<file path="config.mk">
export PLATFORM = sky130hd
export DESIGN_NAME = rspmp_top
export DESIGN_NICKNAME = d
export VERILOG_FILES = /design/src/hdl/rspmp_pkg.sv /design/src/hdl/rspmp_top.sv
export SDC_FILE = /design/constraint.sdc
export NUM_CORES = 1
export LEC_CHECK = 0
export BUFFER_PORTS_ARGS = -buffer_cell sky130_fd_sc_hd__buf_2
export CAP_MARGIN = 20
export CORE_ASPECT_RATIO = 1.2
export CORE_UTILIZATION = 45
export CTS_CLUSTER_SIZE = 14
export DETAILED_ROUTE_END_ITERATION = 12
export PLACE_DENSITY = 0.75
export RECOVER_POWER = 50
export SLEW_MARGIN = 10
export SYNTH_ARGS = -nofsm -noshare
export SYNTH_HDL_FRONTEND = slang
export SYNTH_SLANG_ARGS = --single-unit
export TNS_END_PERCENT = 30
</file>
<file path="constraint.sdc">
create_clock -name clock -period 4.1 [get_ports clock]
set_clock_uncertainty 0.2 [all_clocks]
set_input_delay 1.23 -clock clock [delete_from_list [all_inputs] [get_ports clock]]
set_output_delay 1.23 -clock clock [all_outputs]
set_load 0.01 [all_outputs]
</file>
<file path="src/hdl/rspmp_pkg.sv">
package rspmp_pkg;

	// Map of the configuration port
	localparam logic [5:0] ADDR_PIN2_CFG       = 6'h00;
	localparam logic [5:0] ADDR_PIN1_CFG       = 6'h01;
	localparam logic [5:0] ADDR_PIN0_CFG       = 6'h02;
	localparam logic [5:0] ADDR_FILL_THRESHOLD = 6'h03;
	localparam logic [5:0] ADDR_CONFIG_LAST    = 6'h2F;
	localparam logic [5:0] ADDR_STROBE_FIRST   = 6'h30;
	localparam logic [5:0] ADDR_STROBE_LAST    = 6'h3D;
	localparam logic [5:0] ADDR_POWER_TABLE    = 6'h3E;
	localparam logic [5:0] ADDR_DATA_BUFFER    = 6'h3F;
	localparam int         STATUS_COUNT        = 14;

	// Header byte layout: bit 7 read, bit 6 burst, bits 5:0 address
	typedef struct packed {
		logic       read;
		logic       burst;
		logic [5:0] addr;
	} rspmp_hdr_type;

	// Field positions
	localparam int POLARITY_BIT = 6;
	localparam int DRIVE_BIT    = 7;
	localparam int TEMP_BIT     = 7;

	// Reset values
	localparam logic [7:0] RESET_PIN2_CFG       = 8'h29;
	localparam logic [7:0] RESET_PIN1_CFG       = 8'h2E;
	localparam logic [7:0] RESET_PIN0_CFG       = 8'h3F;
	localparam logic [7:0] RESET_FILL_THRESHOLD = 8'h07;

	// Signal select codes
	localparam logic [5:0] SEL_RX_THRESHOLD = 6'h00;
	localparam logic [5:0] SEL_TX_THRESHOLD = 6'h02;
	localparam logic [5:0] SEL_CHIP_READY   = 6'h29;
	localparam logic [5:0] SEL_HIGH_Z       = 6'h2E;
	localparam logic [5:0] SEL_CLOCK_DIV    = 6'h3F;

	// Buffer threshold arithmetic
	localparam logic [6:0] TX_THRESHOLD_BASE = 7'h3D;
	localparam logic [6:0] RX_THRESHOLD_BASE = 7'h04;

	// Divided oscillator clock
	localparam int CLOCK_DIVISOR = 192;
	localparam int CLOCK_HALF    = CLOCK_DIVISOR / 2;

endpackage

</file>
<file path="src/hdl/rspmp_top.sv">
// Functional notes
// Write or single read at 0x30-0x3D issues a command strobe.
// Burst read at 0x30-0x3D returns a read-only status byte.
// Polarity bit 6 set makes the pin's selected signal active low.
// Pin 2 select bits 5:0 reset to 0x29, chip-ready low.
// Pin 1 select bits 5:0 reset to 0x2E, high impedance.
// Pin 0 select bits 5:0 reset to 0x3F, oscillator clock over 192.
// Host should reprogram pin 0 away from the clock at start-up.
// Pin 1 register bit 7 sets drive strength of all three pins.
// Host writes other bits zero when enabling the temperature sensor.
// Host writes zero into threshold register bits 7:4.
// Transmit threshold is 61 minus four times the setting.
// Receive threshold is four times the setting plus four.
// Pin and threshold registers hold their contents through sleep.
// Pin 2 register bit 7 reads zero and ignores writes.
// Header adds access type: single/burst write, single/burst read.
// 0x3E is power table; 0x3F is transmit buffer on write, receive on read.
// Threshold indications for both buffers, routable to output pins.
`timescale 1ns/1ps
`default_nettype none

module rspmp_top (
	// Clock and reset
	input  wire logic                   clock,
	input  wire logic                   rstn,
	// Serial port byte stream
	input  wire logic                   hdr_valid,
	input  wire rspmp_pkg::rspmp_hdr_type hdr,
	input  wire logic                   wr_valid,
	input  wire logic [7:0]             wr_data,
	input  wire logic                   rd_req,
	input  wire logic                   xfer_end,
	output logic                        rd_valid,
	output logic [7:0]                  rd_data,
	// Command strobes
	output logic                        strobe_valid,
	output logic [5:0]                  strobe_code,
	// Power table and data buffers
	output logic                        ptable_we,
	output logic                        ptable_re,
	input  wire logic [7:0]             ptable_rdata,
	output logic                        tx_push,
	output logic                        rx_pop,
	input  wire logic [7:0]             rx_rdata,
	// Device state
	input  wire logic [13:0][7:0]       status_bytes,
	input  wire logic [6:0]             tx_count,
	input  wire logic [6:0]             rx_count,
	input  wire logic                   chip_ready_low,
	input  wire logic [63:0]            sig_sources,
	// Output pins
	output logic [2:0]                  pin_out,
	output logic [2:0]                  pin_oe,
	output logic                        pin_drive_high,
	output logic                        temp_sensor_en,
	output logic                        tx_threshold,
	output logic                        rx_threshold
);

	typedef enum logic {ST_IDLE, ST_ACCESS} rspmp_state_type;

	rspmp_state_type state_q;
	logic [5:0]      addr_q;
	logic            read_q;
	logic            burst_q;
	logic [7:0]      pin_cfg_q [3];
	logic [7:0]      fill_thr_q;
	logic [7:0]      cfg_rdata;
	logic [7:0]      rd_data_d;
	logic [6:0]      clk_cnt_q;
	logic            clk_div_q;
	logic            tx_thr_q;
	logic            rx_thr_q;
	logic [6:0]      tx_level;
	logic [6:0]      rx_level;
	logic            wr_hit;
	logic            rd_hit;

	function automatic logic is_strobe_addr(input logic [5:0] a);
		is_strobe_addr = (a >= rspmp_pkg::ADDR_STROBE_FIRST) && (a <= rspmp_pkg::ADDR_STROBE_LAST);
	endfunction

	function automatic logic select_signal(input logic [5:0] code, input logic [63:0] src,
			input logic rx_t, input logic tx_t, input logic rdy, input logic ck);
		case (code)
			rspmp_pkg::SEL_RX_THRESHOLD: select_signal = rx_t;
			rspmp_pkg::SEL_TX_THRESHOLD: select_signal = tx_t;
			rspmp_pkg::SEL_CHIP_READY:   select_signal = rdy;
			rspmp_pkg::SEL_CLOCK_DIV:    select_signal = ck;
			default:                     select_signal = src[code];
		endcase
	endfunction

	assign wr_hit = (state_q == ST_ACCESS) && wr_valid && !read_q;
	assign rd_hit = (state_q == ST_ACCESS) && rd_req && read_q;

	// Transaction state: header opens it, end of select closes it
	always_ff @(posedge clock or negedge rstn) begin
		if (!rstn) begin
			state_q <= ST_IDLE;
			addr_q  <= 6'h00;
			read_q  <= 1'b0;
			burst_q <= 1'b0;
		end else if (xfer_end) begin
			state_q <= ST_IDLE;
		end else if (hdr_valid) begin
			state_q <= ST_ACCESS;
			addr_q  <= hdr.addr;
			read_q  <= hdr.read;
			burst_q <= hdr.burst;
		end else if ((wr_hit || rd_hit) && burst_q && addr_q <= rspmp_pkg::ADDR_CONFIG_LAST) begin
			// Burst walks the configuration space; strobes and buffers stay put
			addr_q <= addr_q + 6'h01;
		end
	end

	// Strobes fire on the header itself, no data byte follows
	always_ff @(posedge clock or negedge rstn) begin
		if (!rstn) begin
			strobe_valid <= 1'b0;
			strobe_code  <= 6'h00;
		end else begin
			// Released select wins over a header in the same cycle
			strobe_valid <= hdr_valid && !xfer_end && is_strobe_addr(hdr.addr)
				&& !(hdr.read && hdr.burst);
			if (hdr_valid) begin
				strobe_code <= hdr.addr;
			end
		end
	end

	// Registers are cleared only by rstn, so sleep never disturbs them
	always_ff @(posedge clock or negedge rstn) begin
		if (!rstn) begin
			pin_cfg_q[2] <= rspmp_pkg::RESET_PIN2_CFG;
			pin_cfg_q[1] <= rspmp_pkg::RESET_PIN1_CFG;
			pin_cfg_q[0] <= rspmp_pkg::RESET_PIN0_CFG;
			fill_thr_q   <= rspmp_pkg::RESET_FILL_THRESHOLD;
		end else if (wr_hit) begin
			case (addr_q)
				rspmp_pkg::ADDR_PIN2_CFG:       pin_cfg_q[2] <= {1'b0, wr_data[6:0]};
				rspmp_pkg::ADDR_PIN1_CFG:       pin_cfg_q[1] <= wr_data;
				rspmp_pkg::ADDR_PIN0_CFG:       pin_cfg_q[0] <= wr_data;
				rspmp_pkg::ADDR_FILL_THRESHOLD: fill_thr_q   <= wr_data;
				default: ;
			endcase
		end
	end

	assign ptable_we = wr_hit && (addr_q == rspmp_pkg::ADDR_POWER_TABLE);
	assign tx_push   = wr_hit && (addr_q == rspmp_pkg::ADDR_DATA_BUFFER);
	assign ptable_re = rd_hit && (addr_q == rspmp_pkg::ADDR_POWER_TABLE);
	assign rx_pop    = rd_hit && (addr_q == rspmp_pkg::ADDR_DATA_BUFFER);

	always_comb begin
		case (addr_q)
			rspmp_pkg::ADDR_PIN2_CFG:       cfg_rdata = pin_cfg_q[2];
			rspmp_pkg::ADDR_PIN1_CFG:       cfg_rdata = pin_cfg_q[1];
			rspmp_pkg::ADDR_PIN0_CFG:       cfg_rdata = pin_cfg_q[0];
			rspmp_pkg::ADDR_FILL_THRESHOLD: cfg_rdata = fill_thr_q;
			default:                        cfg_rdata = 8'h00;
		endcase
	end

	always_comb begin
		if (addr_q == rspmp_pkg::ADDR_POWER_TABLE) begin
			rd_data_d = ptable_rdata;
		end else if (addr_q == rspmp_pkg::ADDR_DATA_BUFFER) begin
			rd_data_d = rx_rdata;
		end else if (is_strobe_addr(addr_q)) begin
			// A single read here was a strobe; its data byte reads zero
			rd_data_d = burst_q ? status_bytes[4'(addr_q - rspmp_pkg::ADDR_STROBE_FIRST)] : 8'h00;
		end else begin
			rd_data_d = cfg_rdata;
		end
	end

	always_ff @(posedge clock or negedge rstn) begin
		if (!rstn) begin
			rd_valid <= 1'b0;
			rd_data  <= 8'h00;
		end else begin
			rd_valid <= rd_hit;
			if (rd_hit) begin
				rd_data <= rd_data_d;
			end
		end
	end

	// Oscillator clock over the divisor, as a square wave
	always_ff @(posedge clock or negedge rstn) begin
		if (!rstn) begin
			clk_cnt_q <= 7'h00;
			clk_div_q <= 1'b0;
		end else if (clk_cnt_q == 7'(rspmp_pkg::CLOCK_HALF - 1)) begin
			clk_cnt_q <= 7'h00;
			clk_div_q <= ~clk_div_q;
		end else begin
			clk_cnt_q <= clk_cnt_q + 7'h01;
		end
	end

	// Levels are compared, so an indication holds while the count sits past it
	assign tx_level = rspmp_pkg::TX_THRESHOLD_BASE - {1'b0, fill_thr_q[3:0], 2'b00};
	assign rx_level = rspmp_pkg::RX_THRESHOLD_BASE + {1'b0, fill_thr_q[3:0], 2'b00};

	always_ff @(posedge clock or negedge rstn) begin
		if (!rstn) begin
			tx_thr_q <= 1'b0;
			rx_thr_q <= 1'b0;
		end else begin
			tx_thr_q <= tx_count <= tx_level;
			rx_thr_q <= rx_count >= rx_level;
		end
	end

	assign tx_threshold = tx_thr_q;
	assign rx_threshold = rx_thr_q;

	generate
		for (genvar i = 0; i < 3; i++) begin : g_pin
			always_ff @(posedge clock or negedge rstn) begin
				if (!rstn) begin
					pin_out[i] <= 1'b0;
					pin_oe[i]  <= 1'b0;
				end else begin
					pin_out[i] <= select_signal(pin_cfg_q[i][5:0], sig_sources, rx_thr_q,
						tx_thr_q, chip_ready_low, clk_div_q)
						^ pin_cfg_q[i][rspmp_pkg::POLARITY_BIT];
					// Analog sensor output takes pin 0 away from the digital driver
					pin_oe[i]  <= (pin_cfg_q[i][5:0] != rspmp_pkg::SEL_HIGH_Z)
						&& !(i == 0 && pin_cfg_q[0][rspmp_pkg::TEMP_BIT]);
				end
			end
		end
	endgenerate

	always_ff @(posedge clock or negedge rstn) begin
		if (!rstn) begin
			pin_drive_high <= 1'b0;
			temp_sensor_en <= 1'b0;
		end else begin
			pin_drive_high <= pin_cfg_q[1][rspmp_pkg::DRIVE_BIT];
			temp_sensor_en <= pin_cfg_q[0][rspmp_pkg::TEMP_BIT];
		end
	end

endmodule // rspmp_top

`default_nettype wire

</file>
==> results.toml <==
[cts]
cts_buffers = 9
cts.sinks = 74
cts_setup_buffers = 0
clockRootBuffer = "clkbuf_16"
clk_pin_slew_ps = 60
cts_max_level = 3
clock_tree.buffer_depth = 2
hold_buffers = 0
clk_latency_ps = 330
cts-resized-gates = 0
cts_tree = "yes"

[timing]
relSlewSlack = -0.234
fmax_ghz = 0.266
rsz0062_at_grt = "false"
setup_violations = 0
finalCriticalPeriod_ps = 3750
drv_slew = 75
totalNegativeSetupSlack_ps = 0
fin_crit_sh = 0.916
worst_slew_pin_slew_ps = 1850
hold_viol = 0

[worst_setup_path]
crit_type = "register to output port"
cp-start-kind = "register"
cp.required_ps = 2670
end_kind = "output port"
cp.arrival_ps = 2320
critPathMaxFanout = 12

[floorplanning]
num_rows = 47
die_y_um = 132
io_pins = 259
die_x_um = 110
initial_core_util = 0.461
core_mm2 = 0.0138
dieArea_mm2 = 0.0146

[drt]
drt_iter0_markers = 637
drc = 0
vias = 6177
wl_um = 21800
wl_per_cell_um = 21.9
postRouteAntennaNets = 0
viasPerCell = 6.21
first_pass_iters = 6

[global_route]
grt_overflow = 0
track_usage = 0.297
grt_pass1_wl_um = 32300
antenna_found_initial = 8
grt_pass1_vias = 6184
grt_use_met3 = 0.0633
grt_use_met1 = 0.328
busiest_layer = "met2"
grt_max_degree = 75
grt_util_met2 = 0.523

[placed_design]
io_buffers = 258
dpl.hpwl_um = 17400
gp_congestion = 0.981
placed_cells = 969

[synthesis]
synth_top_area_cell = "dfrtp_1"
ys_ff_latch = 74
syn_inst = 577
synthTopCellsByCount = "dfrtp_1 (58), mux2i_1 (55), mux4_2 (49)"
synth.yosys.seq_area_share = 0.295
ys_top_cells_by_area = "dfrtp_1 (23%), mux4_2 (17%), mux2i_1 (8.7%), mux2_2 (7.1%), dfstp_2 (6.6%)"
synthDistinctLibCells = 56
synth_edf_count = 0
yosys_warnings = 0
ys_async_sr_fraction = 1.00
yosysMostFrequentCell = "dfrtp_1"
synth_top_area_share = 0.229
synth.net_count = 822
syn_area_per_cell_um2 = 11.0
synth_ff_type = "dfrtp_1"
synth_area_mm2 = 0.00634

[job]
max_cap_viol_count = 1

[cells_and_area]
fillers = 1229
fin_nets = 1055
final_cells = 994
syn_to_final_growth_pct = 26.8
drive_gt1_frac = 0.474
final_util = 0.584

[pwr]
swShare = 0.390
pwr-share-clk = 0.188
p_int_w = 0.00245
pwr-share-comb = 0.472
powerDensity_mw_per_mm2 = 501
p_leak_nw = 3.63
p_switching_w = 0.00157
pwr-share-seq = 0.340
ir_drop_mv = 0.262

[run_status]
violations = "capacitance limit, slew limit"
status = "finished with violations"

[min_path]
hp-class = "register to register"
-- cell usage in the layout, fill, tap and decap left out, drive strengths merged, types with 4 or more instances in the layout --
cell,n
buf,262
a21o,7
nand3,22
dfrtp,58
a222oi,7
o21ai,27
o221ai,8
inv,16
clkbuf,15
nor2,28
diode,8
mux2i,55
a22o,8
xor2,7
nor3,9
mux2,41
o22ai,9
nand2,37
a22oi,16
nor2b,7
a21oi,27
a31oi,7
mux4,60
ha,16
dfstp,16
and3,4
-- critical path: stages (launching register included) --
cell	delay, ps
dfrtp_1	600
ha_1	350
inv_1	160
nor2_1	190
nand3_1	340
nor2_1	190
buf_2	150
-- path summary, 6_finish.rpt --
kind | slack, ps | cells past startpoint | start | endpoint
min in group asynchronous | 1190 | 1 | rstn | strobe_code[3]$_DFFE_PN0P_
worst min register to register | 240 | 0 | pin_cfg_q[15]$_DFFE_PN0P_ | pin_drive_high$_DFF_PN0_
worst max register to register | 890 | 7 | pin_cfg_q[16]$_DFFE_PN1P_ | pin_out[0]$_DFF_PN0_
worst max-delay path | 350 | 6 | addr_q[0]$_DFFE_PN0P_ | rx_pop
max in group asynchronous | 1400 | 1 | rstn | rd_data[1]$_DFFE_PN0N_
worst min-delay path | 240 | 0 | pin_cfg_q[15]$_DFFE_PN0P_ | pin_drive_high$_DFF_PN0_
-- kinds of logic after synthesis --
logic type	synth area share
fa+ha+maj	0.0316
flops	0.295
mux	0.379
xor+xnor	0.0124
compound gates	0.139
buf+inv	0.0385
simple gates	0.104
-- per-stage QoR --
stage | worst slack (ps) | hold WS, ps | instance area (um2) | power (W)
6_report | 345 | 244 | 8040 | 0.00403
5_1_grt | 78.8 | 259 | 8030 | 0.00426
4_1_cts | 366 | 250 | 8000 | 0.00400
3_5_place_dp | 722 | 237 | 7710 | 0.00324
3_3_place_gp | 740 | 231 | 7710 | 0.00320
2_1_floorplan | 872 | 170 | 6340 | 0.00265
-- layout make-up --
type	count	area [um2]	share of cell area
multi-input cells	444	4230	0.525
flip-flops and latches	74	1870	0.233
repair buffers	265	1360	0.169
clock buffers	12	267	0.0331
well taps	171	214	0.0266
inverters	16	60.1	0.00747
clock inverters	4	25.0	0.00311
diodes	8	20.0	0.00249
-- power by group through the flow --
stage	Combinational (W)	Sequential (W)	Clock, W
after floorplan	0.00154	0.00111	0
after global placement	0.00181	0.00139	0
after detailed placement	0.00184	0.00140	0
after CTS	0.00185	0.00139	0.000762
after global routing	0.00206	0.00141	0.000797
final	0.00190	0.00137	0.000756
-- sequential cells by signal, summed over array words and instances (netlist names), 3 cells and up --
signal / count
rd_data: 8
pin_oe: 3
pin_out: 3
pin_cfg_q: 23
strobe_code: 6
addr_q: 6
clk_cnt_q: 7
fill_thr_q: 8
-- layer usage --
layer  vias up  routed length (um)
li1       2779                   -
met2       369               11200
met4         2                 988
met3        62                2070
met1      2965                7490
met5         -                  13
Note: power is estimated with default switching activity, not from simulation.
